<file path="src/common/dfpc_map.svh">
// Offsets, field positions, reset values and step figures of the pull control bank
`ifndef DFPC_MAP_SVH
`define DFPC_MAP_SVH

// ----------------------------------------------------------------
// Register offsets
// ----------------------------------------------------------------
`define DFPC_ADDR_LOW 8'h00
`define DFPC_ADDR_HIGH 8'h01
`define DFPC_ADDR_RANGE 8'h02

// ----------------------------------------------------------------
// Field positions and widths
// ----------------------------------------------------------------
`define DFPC_WORD_W 26
`define DFPC_HIGH_W 10
`define DFPC_OE_BIT 10
`define DFPC_RANGE_W 4
`define DFPC_STEP_W 10

// ----------------------------------------------------------------
// Reset values and limits
// ----------------------------------------------------------------
`define DFPC_LOW_RST 16'h0000
`define DFPC_HIGH_RST 10'h000
`define DFPC_WORD_RST 26'h0000000
`define DFPC_OE_RST 1'b0
`define DFPC_RANGE_FACTORY 4'h0
`define DFPC_WORD_NEG_EDGE 26'h2000000
`define DFPC_WORD_NEG_FULL 26'h2000001

// ----------------------------------------------------------------
// Step size per range code, in units of 1e-13
// ----------------------------------------------------------------
`define DFPC_CODE_400 4'hA
`define DFPC_CODE_600 4'hB
`define DFPC_CODE_800 4'hC
`define DFPC_CODE_1200 4'hD
`define DFPC_CODE_1600 4'hE
`define DFPC_CODE_3200 4'hF
`define DFPC_STEP_FINE 10'h032
`define DFPC_STEP_400 10'h064
`define DFPC_STEP_600 10'h08C
`define DFPC_STEP_800 10'h0D2
`define DFPC_STEP_1200 10'h140
`define DFPC_STEP_1600 10'h1D6
`define DFPC_STEP_3200 10'h3AC

`endif

</file>
<file path="src/common/dfpc_pkg.sv">
// Types and shared decode functions of the pull control bank
`include "dfpc_map.svh"
package dfpc_pkg;

  // Signed offset word, range code and step figure
  typedef logic [`DFPC_WORD_W-1:0] offset_word_t;
  typedef logic [`DFPC_RANGE_W-1:0] range_code_t;
  typedef logic [`DFPC_STEP_W-1:0] step_size_t;

  // Resolution of one word step for a range code
  function automatic step_size_t step_of(input range_code_t code);
    step_size_t s;
    s = `DFPC_STEP_FINE;
    unique case (code)
      `DFPC_CODE_400: s = `DFPC_STEP_400;
      `DFPC_CODE_600: s = `DFPC_STEP_600;
      `DFPC_CODE_800: s = `DFPC_STEP_800;
      `DFPC_CODE_1200: s = `DFPC_STEP_1200;
      `DFPC_CODE_1600: s = `DFPC_STEP_1600;
      `DFPC_CODE_3200: s = `DFPC_STEP_3200;
      default: s = `DFPC_STEP_FINE;
    endcase
    return s;
  endfunction

  // Keep the word inside the symmetric full scale
  function automatic offset_word_t clamp_word(input offset_word_t w);
    return (w == `DFPC_WORD_NEG_EDGE) ? `DFPC_WORD_NEG_FULL : w;
  endfunction

endpackage

</file>
<file path="src/common/offset_commit_if.sv">
// Commit path between the register bank and the offset applier
`timescale 1ns/1ps
interface offset_commit_if;
  logic commit;                       // One-cycle commit pulse
  dfpc_pkg::offset_word_t word;       // Word to apply
  dfpc_pkg::range_code_t range;       // Range to apply
  logic update;                       // One-cycle applied pulse
  dfpc_pkg::offset_word_t pull_word;  // Word in force
  dfpc_pkg::range_code_t pull_range;  // Range in force
  dfpc_pkg::step_size_t step;         // Step of range in force

  modport issuer (output commit, word, range, input update, pull_word, pull_range, step);
  modport applier (input commit, word, range, output update, pull_word, pull_range, step);
endinterface

</file>
<file path="src/logic/offset_applier.sv">
// Applies a committed offset word and range, the word clamped to the symmetric full scale
`timescale 1ns/1ps
`include "dfpc_map.svh"
module offset_applier #(
  parameter dfpc_pkg::range_code_t FACTORY_RANGE = `DFPC_RANGE_FACTORY
) (
  input wire logic clock_i,
  input wire logic rst_n_i,
  offset_commit_if.applier cmt
);

  // ----------------------------------------------------------------
  // State in force
  // ----------------------------------------------------------------
  dfpc_pkg::offset_word_t word_reg;   // Applied word
  dfpc_pkg::range_code_t range_reg;   // Applied range
  dfpc_pkg::step_size_t step_reg;     // Applied step
  logic update_reg;                   // Applied pulse

  // Clamped word and step of the incoming range
  wire dfpc_pkg::offset_word_t word_next = dfpc_pkg::clamp_word(cmt.word);
  wire dfpc_pkg::step_size_t step_next = dfpc_pkg::step_of(cmt.range);

  // Word, range and step load on commit only
  always_ff @(posedge clock_i) begin
    if (!rst_n_i) begin
      word_reg <= `DFPC_WORD_RST;
      range_reg <= FACTORY_RANGE;
      step_reg <= dfpc_pkg::step_of(FACTORY_RANGE);
      update_reg <= 1'b0;
    end else begin
      update_reg <= cmt.commit;
      if (cmt.commit) begin
        word_reg <= word_next;
        range_reg <= cmt.range;
        step_reg <= step_next;
      end
    end
  end

  assign cmt.update = update_reg;
  assign cmt.pull_word = word_reg;
  assign cmt.pull_range = range_reg;
  assign cmt.step = step_reg;
endmodule // offset_applier

</file>
<file path="src/logic/digital_frequency_pull_control.sv">
// Register bank of the digitally trimmed oscillator pull control
`timescale 1ns/1ps
`include "dfpc_map.svh"
module digital_frequency_pull_control #(
  parameter dfpc_pkg::range_code_t FACTORY_RANGE = `DFPC_RANGE_FACTORY
) (
  input wire logic clock_i,
  input wire logic rst_n_i,
  input wire logic reg_wr_i,
  input wire logic reg_rd_i,
  input wire logic [7:0] reg_addr_i,
  input wire logic [15:0] reg_wdata_i,
  input wire logic oe_sw_ctrl_i,
  input wire logic oe_pin_i,
  output logic [15:0] reg_rdata_o,
  output logic reg_rvalid_o,
  output logic output_enable_o,
  output logic [25:0] pull_word_o,
  output logic [3:0] pull_range_o,
  output logic [9:0] step_size_o,
  output logic freq_update_o
);

  // ----------------------------------------------------------------
  // Address decode
  // ----------------------------------------------------------------
  // Register selects, shared by writes and reads
  wire logic sel_low = (reg_addr_i == `DFPC_ADDR_LOW);
  wire logic sel_high = (reg_addr_i == `DFPC_ADDR_HIGH);
  wire logic sel_range = (reg_addr_i == `DFPC_ADDR_RANGE);

  // Write strobes per register
  wire logic wr_low = reg_wr_i && sel_low;
  wire logic wr_high = reg_wr_i && sel_high;
  wire logic wr_range = reg_wr_i && sel_range;

  // Enable bit is writable only under software control
  wire logic wr_oe = wr_high && oe_sw_ctrl_i;

  // ----------------------------------------------------------------
  // Register state
  // ----------------------------------------------------------------
  logic [15:0] stage_low_reg;        // Written low half, not yet applied
  logic [15:0] active_low_reg;       // Low half of the committed word
  logic [9:0] high_reg;              // High half of the committed word
  logic oe_reg;                      // Software output enable bit
  dfpc_pkg::range_code_t range_reg;  // Selected pull range
  logic commit_reg;                  // One-cycle commit toward the applier
  logic [15:0] rdata_reg;            // Read data held for the host
  logic rvalid_reg;                  // Read answer strobe
  logic oe_out_reg;                  // Output driver enable

  // ----------------------------------------------------------------
  // Next values
  // ----------------------------------------------------------------
  // Low half only lands in staging; frequency unchanged
  wire logic [15:0] stage_low_next = wr_low ? reg_wdata_i : stage_low_reg;

  // High half write moves staging into the active word
  wire logic [15:0] active_low_next = wr_high ? stage_low_reg : active_low_reg;
  wire logic [9:0] high_next = wr_high ? reg_wdata_i[9:0] : high_reg;

  // Enable bit follows writes only when allowed
  wire logic oe_next = wr_oe ? reg_wdata_i[`DFPC_OE_BIT] : oe_reg;

  // Range field, upper bits dropped
  wire dfpc_pkg::range_code_t range_next = wr_range ? reg_wdata_i[3:0] : range_reg;

  // A new word or a new range both reach the applier
  wire logic commit_next = wr_high || wr_range;

  // Driver enable from the bit or from the pin
  wire logic oe_out_next = oe_sw_ctrl_i ? oe_next : oe_pin_i;

  // Read views, unused bits tied to zero
  wire logic [15:0] view_low = stage_low_reg;
  wire logic [15:0] view_high = {5'h00, oe_reg, high_reg};
  wire logic [15:0] view_range = {12'h000, range_reg};

  // Read multiplexer, unmapped offsets return zero
  wire logic [15:0] rdata_next = sel_low ? view_low :
                                 sel_high ? view_high :
                                 sel_range ? view_range : 16'h0000;

  // ----------------------------------------------------------------
  // Offset word registers
  // ----------------------------------------------------------------
  // Both halves reset to the nominal-frequency word
  always_ff @(posedge clock_i) begin
    if (!rst_n_i) begin
      stage_low_reg <= `DFPC_LOW_RST;
      active_low_reg <= `DFPC_LOW_RST;
      high_reg <= `DFPC_HIGH_RST;
    end else begin
      stage_low_reg <= stage_low_next;
      active_low_reg <= active_low_next;
      high_reg <= high_next;
    end
  end

  // ----------------------------------------------------------------
  // Control registers
  // ----------------------------------------------------------------
  // Enable bit disabled and range at factory value after reset
  always_ff @(posedge clock_i) begin
    if (!rst_n_i) begin
      oe_reg <= `DFPC_OE_RST;
      range_reg <= FACTORY_RANGE;
      oe_out_reg <= 1'b0;
    end else begin
      oe_reg <= oe_next;
      range_reg <= range_next;
      oe_out_reg <= oe_out_next;
    end
  end

  // ----------------------------------------------------------------
  // Commit and read answer
  // ----------------------------------------------------------------
  // Commit pulses one cycle after the write is taken
  always_ff @(posedge clock_i) begin
    if (!rst_n_i) begin
      commit_reg <= 1'b0;
      rvalid_reg <= 1'b0;
      rdata_reg <= 16'h0000;
    end else begin
      commit_reg <= commit_next;
      rvalid_reg <= reg_rd_i;
      if (reg_rd_i) begin
        rdata_reg <= rdata_next;
      end
    end
  end

  // ----------------------------------------------------------------
  // Offset applier
  // ----------------------------------------------------------------
  // Carries the committed word and range, returns what is in force
  offset_commit_if cmt ();

  assign cmt.commit = commit_reg;
  assign cmt.word = {high_reg, active_low_reg};
  assign cmt.range = range_reg;

  // Clamps and holds the applied setting
  offset_applier #(
    .FACTORY_RANGE(FACTORY_RANGE)
  ) u_applier (
    .clock_i(clock_i),
    .rst_n_i(rst_n_i),
    .cmt(cmt)
  );

  // ----------------------------------------------------------------
  // Outputs
  // ----------------------------------------------------------------
  // All straight from flip-flops here or in the applier
  assign reg_rdata_o = rdata_reg;
  assign reg_rvalid_o = rvalid_reg;
  assign output_enable_o = oe_out_reg;
  assign pull_word_o = cmt.pull_word;
  assign pull_range_o = cmt.pull_range;
  assign step_size_o = cmt.step;
  assign freq_update_o = cmt.update;

  // ----------------------------------------------------------------
  // Enable, staging, read-answer and range checks
  // ----------------------------------------------------------------
  // Any of the three mapped offsets
  wire logic sel_any = sel_low || sel_high || sel_range;
endmodule // digital_frequency_pull_control

</file>
<file path="config.mk">
export PLATFORM = sky130hd
export DESIGN_NAME = digital_frequency_pull_control
export DESIGN_NICKNAME = d
export VERILOG_FILES = /design/src/common/dfpc_pkg.sv /design/src/common/offset_commit_if.sv /design/src/logic/offset_applier.sv /design/src/logic/digital_frequency_pull_control.sv
export VERILOG_INCLUDE_DIRS = /design/src /design/src/common
export SDC_FILE = /design/constraint.sdc
export NUM_CORES = 1
export LEC_CHECK = 0
export ABC_AREA = 1
export BUFFER_PORTS_ARGS = -buffer_cell sky130_fd_sc_hd__clkbuf_2
export CORE_ASPECT_RATIO = 1.75
export CORE_UTILIZATION = 36
export CTS_BUF_LIST = sky130_fd_sc_hd__clkbuf_4 sky130_fd_sc_hd__clkbuf_8
export CTS_CLUSTER_DIAMETER = 60
export DETAILED_ROUTE_END_ITERATION = 8
export PLACE_DENSITY = 0.64
export SLEW_MARGIN = 10
export SYNTH_ARGS = -nofsm -noshare
export SYNTH_HDL_FRONTEND = slang
export SYNTH_SLANG_ARGS = --single-unit
</file>
<file path="constraint.sdc">
create_clock -name clock_i -period 1.55 [get_ports clock_i]
set_input_delay 0.31 -clock clock_i [delete_from_list [all_inputs] [get_ports clock_i]]
set_output_delay 0.31 -clock clock_i [all_outputs]
set_load 0.03 [all_outputs]
</file>
# == Word level (Yosys, flattened, before mapping) ==
# Cells that the tools add are included.
# word_totals
memories,0
ram_bits,0
output_inout_bits,59
elab_cells,35
latchBits,0
ff_bits,107
romBits,0
# classes
n_mux,7
multipliers,0
magnitude_cmp,0
n_eq_ne,9
n_shift,0
n_div,0
bitwise,0
n_reduce_logical,6
n_addsub,0
# op_table
operator,n
case mux 10 bit (6 select lines),1
== test 26 bit (second input constant),1
2-to-1 mux 26 bit,1
== test 4 bit (second input constant),6
2-to-1 mux 16 bit,1
2-to-1 mux 11 bit,1
== test 8 x 1 -> 1 bit (second input constant),1
== test 8 x 2 -> 1 bit (second input constant),1
logical NOT 8 bit,1
logical AND 1 bit,4
2-to-1 mux 4 bit,1
2-to-1 mux 1 bit,2
logical OR 1 bit,1

# == Logic depth before layout (Yosys ltp) ==
# Gate-level depths: netlist of the first run.
# logic_depth
depth_word,5
mapped_depth,9
depth_no_buf,9

# == Modules after synthesis ==
# From an unflattened synthesis of the first run, not the netlist that was laid out.
# hier_totals
hier_cells,521
area_unflattened_um2,4055.1
# modules_own_cells
module,area_each_um2,n_inst,cells_per_inst
digital_frequency_pull_control,2573.7,1,339
offset_applier,1481.4,1,182

# == Least setup slack after synthesis of the first run ==
# Ideal clock, no wire load.
# synth_path
path_kind,input to register
start,input port reg_addr_i[7]
end,register high_reg[1]
arrival_ns,1.108
required_time_ns,1.433
slack_ns,0.324
setup_time_ns,0.117
path_stages,7
path_cell_list,nor2_2 > nand2_4 > nor2_8 > nand2_4 > buf_6 > o21ai_1 > a21oi_1
# synth_between
elab_chain_len,2
# synth_lines
item,line,rtl
from (decl),digital_frequency_pull_control.sv:11,"input wire logic [7:0] reg_addr_i,"
== test 8 x 1 -> 1 bit (no line),--,
logical AND 1 bit,digital_frequency_pull_control.sv:34,wire logic wr_high = reg_wr_i && sel_high;
to (signal assigned),digital_frequency_pull_control.sv:93,high_reg <= `DFPC_HIGH_RST;
to (signal assigned),digital_frequency_pull_control.sv:97,high_reg <= high_next;
to (decl),digital_frequency_pull_control.sv:45,logic [9:0] high_reg;
# No other way between the ends.
# A chain may end at the register's enable or synchronous reset.

# == Final worst setup path of the first run ==
# layout_path
start,register rdata_reg[7] (netlist: reg_rdata_o[7])
end,output port reg_rdata_o[7]
# layout_lines
item,line,rtl
from (decl),digital_frequency_pull_control.sv:49,logic [15:0] rdata_reg;
from (signal assigned),digital_frequency_pull_control.sv:130,rdata_reg <= rdata_next;
to (decl),digital_frequency_pull_control.sv:15,"output logic [15:0] reg_rdata_o,"
# No word-level cell between the ends.

==> metrics.md, run 1 <==
| Metric | Value |
|---|---|
| Hold Crit Class | input pin to flip-flop |
| First-pass GRT wire length | 15400 microns |
| Place WS | 0.0736 ns |
| Area grow syn2layout | 18.3% |
| Clock Power Share | 34.2% |
| Vias in the first global route | 3272 |
| Number of flip-flops in the largest register | 26 |
| Period utilisation layout | 83.5% |
| Vias/cell | 4.81 |
| Slowest cell delay on critical path | 0.39 ns |
| Initial DRC Count | 145 |
| Synth cell types | 28 |
| WS Path Type | flip-flop to output port |
| Min-Delay Endpoint | stage_low_reg[11] |
| Core region area | 10800 sq um |
| Status | finished clean |
| Hold_buf cts | 0 |
| I/O pin count | 89 |
| Post-Syn Instances | 497 |
| Final wirelength | 9300 microns |
| Total Routing Usage GR | 17.4% |
| First-pass DRT Iterations | 4 |
| Multi-input logic area | 1510 sq um |
| RSZ-0062 raised after global routing | false |
| Slowest CP cell | dfxtp_1 |
| Total congestion overflow | 0 |
| Post-DP HPWL | 7150 microns |
| FF+latch count, synth | 105 |
| Worst VDD drop | 555 uV |
| H-tree level count | 3 |
| Clock buffer depth | 2 |
| Internal | 3.41 mW |
| GP Congestion | 0.890 |
| CP cell instances | clkbuf_2 |
| Row count | 50 |
| Crit path buf inv count | 1 |
| Cell family with the largest share of critical-path delay | flip-flops |
| Tmin final | 1.29 ns |
| Synth area leaders | dfxtp_1 53%, a21oi_1 7.9%, nand2_1 6.4% |
| MaxCap Viol Count | 0 |
| Initial antenna violation count | 0 |
| Post-Route Skew | 0.0115 ns |
| CTS Sinks | 105 |
| R2r setup slk | 0.49 ns |
| Cell area after synthesis | 4000 sq um |
| Post-CTS setup buffer count | 0 |
| DR WL/cell | 13.0 microns |
| Gate power share | 6.0% |
| Depth of the most critical reg-to-reg path | 4 |
| Initial Util | 37.2% |
| Pwr/cell area | 964 nW/um^2 |
| Critical Path End Type | output port |
| Post-cts gate resize count | 0 |
| Clock Tree Root | clkbuf_8 |
| Final Setup Violations | 0 |
| Net Sw Frac | 25.3% |
| CTS tree | built |
| Die height | 141 microns |
| Sequential Power Share | 59.8% |
| Syn avg cell area | 8.05 sq um |
| Post-Syn Nets | 527 |
| Fin. Hold Viols | 0 |
| Clock latency on the worst-skew pair | 0.38 ns |
| Hold_sp | reg_wdata_i[11] |
| WP data arrival | 0.98 ns |
| RR Endpoint | u_applier.cmt.step[7] |
| Final setup TNS | 0 ns |
| Fillcell total | 1126 |
| Setup ws final | 0.256 ns |
| Leakage | 2.06 nW |
| ANT nets after route | 0 |
| Area leader, netlist | dfxtp_1 |
| Top-area cell type share of the netlist area | 52.5% |
| Startpoint Class | flip-flop |
| Synth warn | 0 |
| Sequential Area | 2100 sq um |
| Max FO, Critical Path | 2 |
| Pin count of the biggest net entering global routing | 49 |
| Full die area | 11600 sq um |
| Fin nets | 611 |
| Clk slew on worst S/H paths | 0.10 ns |
| Diodes inserted | 0 |
| TritonCTS Buffers | 9 |
| Share of cells above drive strength 1 | 22.5% |
| Achievable Freq | 773 MHz |
| WHS Path Cells | 3 |
| IO Port Bufs | 87 |
| Switching power | 1.16 mW |
| DR vias | 3444 |
| Tot Pwr | 4.56 mW |
| Crit path required time | 1.24 ns |
| Chip width | 81.7 microns |
| Reg-to-Reg Start | cmt.commit |
| Post-route DRC | 0 |
| Sequential fraction of the synthesis area | 52.5% |
| Final Slew Violations | 0 |
cells in the mapped netlist (all sizes together):
cell and n:
conb 1, nand4 6, clkbuf 13, inv 54, a31oi 1, nand3 23
a32o 1, o211ai 9, o31ai 1, o21ai 81, a21oi 63, dfxtp 105
nand2 73, nor2 48, a211oi 1, clkinv 1, buf 16
cell type report:
class	instances	area share [%]
timing repair buffer	102	12.1
sequential	105	44.4
clock buffer	9	2.62
multi-input combinational	308	31.9
tap	130	3.44
clock inverter	7	1.19
inverter	55	4.36
cell families after synthesis:
group                  count (synthesis)  share of synthesized area [%]
flip-flops                           105                           52.5
other                                  1                         0.0937
buffers and inverters                 84                           9.73
AO/OA/AOI/OAI                        157                           20.6
AND/OR/NAND/NOR                      150                           17.0
tightest hold or removal path, stage by stage:
cell and delay [ns]:
clkbuf_2 0.09, o21ai_1 0.06, nor2_1 0.07
power groups by stage:
stage          Combinational [mW]  Clock [mW]  Sequential, mW
3_3_place_gp                0.273           0            2.79
5_1_grt                     0.304        1.72            2.73
2_1_floorplan               0.131           0            2.83
3_5_place_dp                0.276           0            2.79
4_1_cts                     0.277        1.60            2.73
6_report                    0.275        1.56            2.73
layout by cell type, fill, tap and decap left out, types with 3 or more instances in the layout:
cell type,instances
a21oi_1,63
clkbuf_8,9
o21ai_0,45
nand2_1,68
nand2_4,3
o21ai_1,35
dfxtp_1,105
o211ai_1,9
nand3_1,22
clkbuf_2,87
inv_1,53
buf_4,13
nor2_1,42
clkinv_4,4
nor2_2,4
nand4_1,6
metal layers:
layer	GRT usage [%]	up-vias	part of all wire, %	routed length [microns]
met2	28.8	80	49	4570
li1	-	1800	-	-
met1	20.4	1539	43	3980
met4	9.23	0	3.4	318
met3	4.18	25	4.6	429
met5	0	-	0	0
stage by stage:
| stage | util (%) | instance area [sq um] | hold slack [ns] | std cells |
|---|---|---|---|---|
| 2_1_floorplan | - | 4000 | 0.443 | 497 |
| 3_3_place_gp | 42.3 | 4550 | 0.444 | 700 |
| 3_5_place_dp | 42.3 | 4550 | 0.444 | 700 |
| 4_1_cts | 44.0 | 4730 | 0.169 | 716 |
| 5_1_grt | 44.0 | 4730 | 0.192 | 716 |
| 6_report | 44.0 | 4730 | 0.183 | 716 |
worst max-delay path by stage:
stage,startpoint,end,slack [ns],cells after the start
global placement,reg_addr_i[5],stage_low_reg[12],0.12,8
detailed placement,reg_addr_i[5],stage_low_reg[4],0.07,8
CTS,reg_rdata_o[7],reg_rdata_o[7],0.23,1
global route,reg_rdata_o[7],reg_rdata_o[7],0.21,1
finish,reg_rdata_o[7],reg_rdata_o[7],0.26,1
floorplan,reg_addr_i[7],high_reg[1],0.32,7
(Power assumes the default switching activity.)
==> run 2, diff against run 1 <==
Settings changed: PLACE_DENSITY 0.64 to 0.66.
Clock period 1.55 ns to 1.1 ns, I/O delays scaled along.
==> run 2 against run 1 <==
The flow now finishes with violations (negative setup slack); clock power is 59% higher; worst setup slack lost 0.27 ns; non-clock buffer count up 14; largest power group unchanged.
==> metrics.md, run 2 (same netlist as run 1, synthesis figures left out) <==
| Metric | Value |
|---|---|
| Startpoint Class | flip-flop |
| GP Congestion | 0.863 |
| Worst VDD drop | 664 uV |
| Initial antenna violation count | 0 |
| Die height | 141 microns |
| Slowest CP cell | dfxtp_4 |
| Pin count of the biggest net entering global routing | 51 |
| Vias/cell | 4.93 |
| Chip width | 81.7 microns |
| Share of cells above drive strength 1 | 36.2% |
| DR vias | 3596 |
| H-tree level count | 3 |
| Tot Pwr | 6.81 mW |
| WP data arrival | 0.89 ns |
| Failing checks | negative setup slack |
| ANT nets after route | 0 |
| Vias in the first global route | 3417 |
| Core region area | 10800 sq um |
| Critical Path End Type | output port |
| Final Slew Violations | 0 |
| First-pass GRT wire length | 15900 microns |
| CTS tree | built |
| Row count | 50 |
| Depth of the most critical reg-to-reg path | 4 |
| Final setup TNS | -0.0194 ns |
| Post-route cell area | 5560 sq um |
| Leakage | 2.33 nW |
| Area grow syn2layout | 39.1% |
| Crit path required time | 0.88 ns |
| Period utilisation layout | 101% |
| Max FO, Critical Path | 3 |
| RSZ-0062 raised after global routing | true |
| Fin. Hold Viols | 0 |
| Tmin final | 1.11 ns |
| Final Setup Violations | 2 |
| MaxCap Viol Count | 0 |
| Number of flip-flops in the largest register | 26 |
| Most frequent cells in the layout | 68 x nand2_1, 62 x a21oi_1, 59 x dfxtp_2, 57 x buf_8 |
| DR WL/cell | 13.6 microns |
| Pwr/cell area | 1220 nW/um^2 |
| Post-Place Cell Area | 4650 sq um |
| Crit path buf inv count | 1 |
| Initial DRC Count | 227 |
| Status | complete, but fails checks |
| Setup ws final | -0.0114 ns |
| Diodes inserted | 0 |
| Final core utilization | 51.7% |
| Post-Route Skew | 0.00978 ns |
| Place WS | -0.286 ns |
| Achievable Freq | 900 MHz |
| WHS Path Cells | 3 |
| TritonCTS Buffers | 9 |
| Initial Util | 37.2% |
| Clock Tree Root | clkbuf_8 |
| CP Depth | 1 |
| Fin nets | 625 |
| CP cell instances | buf_8 |
| WS Path Type | flip-flop to output port |
| Clk slew on worst S/H paths | 0.10 ns |
| I/O pin count | 89 |
| Clock latency on the worst-skew pair | 0.37 ns |
| Total Routing Usage GR | 18.1% |
| CTS Sinks | 105 |
| IO Port Bufs | 87 |
| Full die area | 11600 sq um |
| Post-DP HPWL | 7400 microns |
| Most common cell after layout, fill and taps aside | nand2_1 |
| Post-route DRC | 0 |
| Clock buffer depth | 2 |
| Total congestion overflow | 0 |
| Final wirelength | 9910 microns |
| Hold Crit Class | input pin to flip-flop |
| Slowest cell delay on critical path | 0.39 ns |
| First-pass DRT Iterations | 4 |
| Cell family with the largest share of critical-path delay | flip-flops |
run 2: changes by cell type in the layout (fill, tap and decap cells not counted), moves of 3 or more:
cell and change:
buf_8 +57, inv_2 +7, dfxtp_1 -60, nor2_4 +3
buf_4 +12, inv_1 -8, clkbuf_2 -58, dfxtp_2 +59
run 2: path summary, 6_finish.rpt:
check | startpoint | to | slack [ns]
setup / recovery | u_applier.cmt.step[4] | step_size_o[4] | -0.01
hold / removal | reg_wdata_i[12] | stage_low_reg[12] | 0.1
setup reg to reg | cmt.range[1] | u_applier.cmt.step[7] | 0.11
hold reg to reg | active_low_reg[11] | active_low_reg[11] | 0.46
run 2: layout make-up:
type / count / area [sq um]
clock buffers: 11 / 145
clock inverters: 5 / 63.8
flip-flops and latches: 105 / 2180
well taps: 130 / 163
multi-input cells: 308 / 1530
fillers: 1063 / 5200
repair buffers: 116 / 1270
inverters: 55 / 209
run 2: per-layer routing:
metal	up-vias	global-route usage, %	wire length [microns]	share of wire [%]
li1	1836	-	-	-
met1	1630	20.7	3930	40
met2	103	29.9	5140	52
met3	27	4.18	458	4.6
met4	0	10.4	378	3.8
met5	-	0	0	0
run 2: repair_timing:
action / in CTS / in global routing
setup endpoints to repair: 58 / 69
pin swaps: 0 / 5
gates resized for setup: 171 / 77
hold buffers: 0 / 0
hold endpoints to repair: 0 / 0
setup buffers: 3 / 2
run 2: metrics by stage:
stage / hold WS, ns / cells
after floorplan: 0.365 / 497
after global placement: 0.445 / 709
after detailed placement: 0.447 / 709
after CTS: 0.0884 / 728
after global routing: 0.109 / 730
final: 0.0972 / 730
run 2: power breakdown:
part / internal, mW / switching, mW / leakage, nW / total (mW)
Clock: 1.16 / 1.33 / 0.104 / 2.48
Combinational: 0.194 / 0.276 / 1.35 / 0.470
Sequential: 3.83 / 0.0252 / 0.875 / 3.85
Total: 5.18 / 1.63 / 2.33 / 6.81
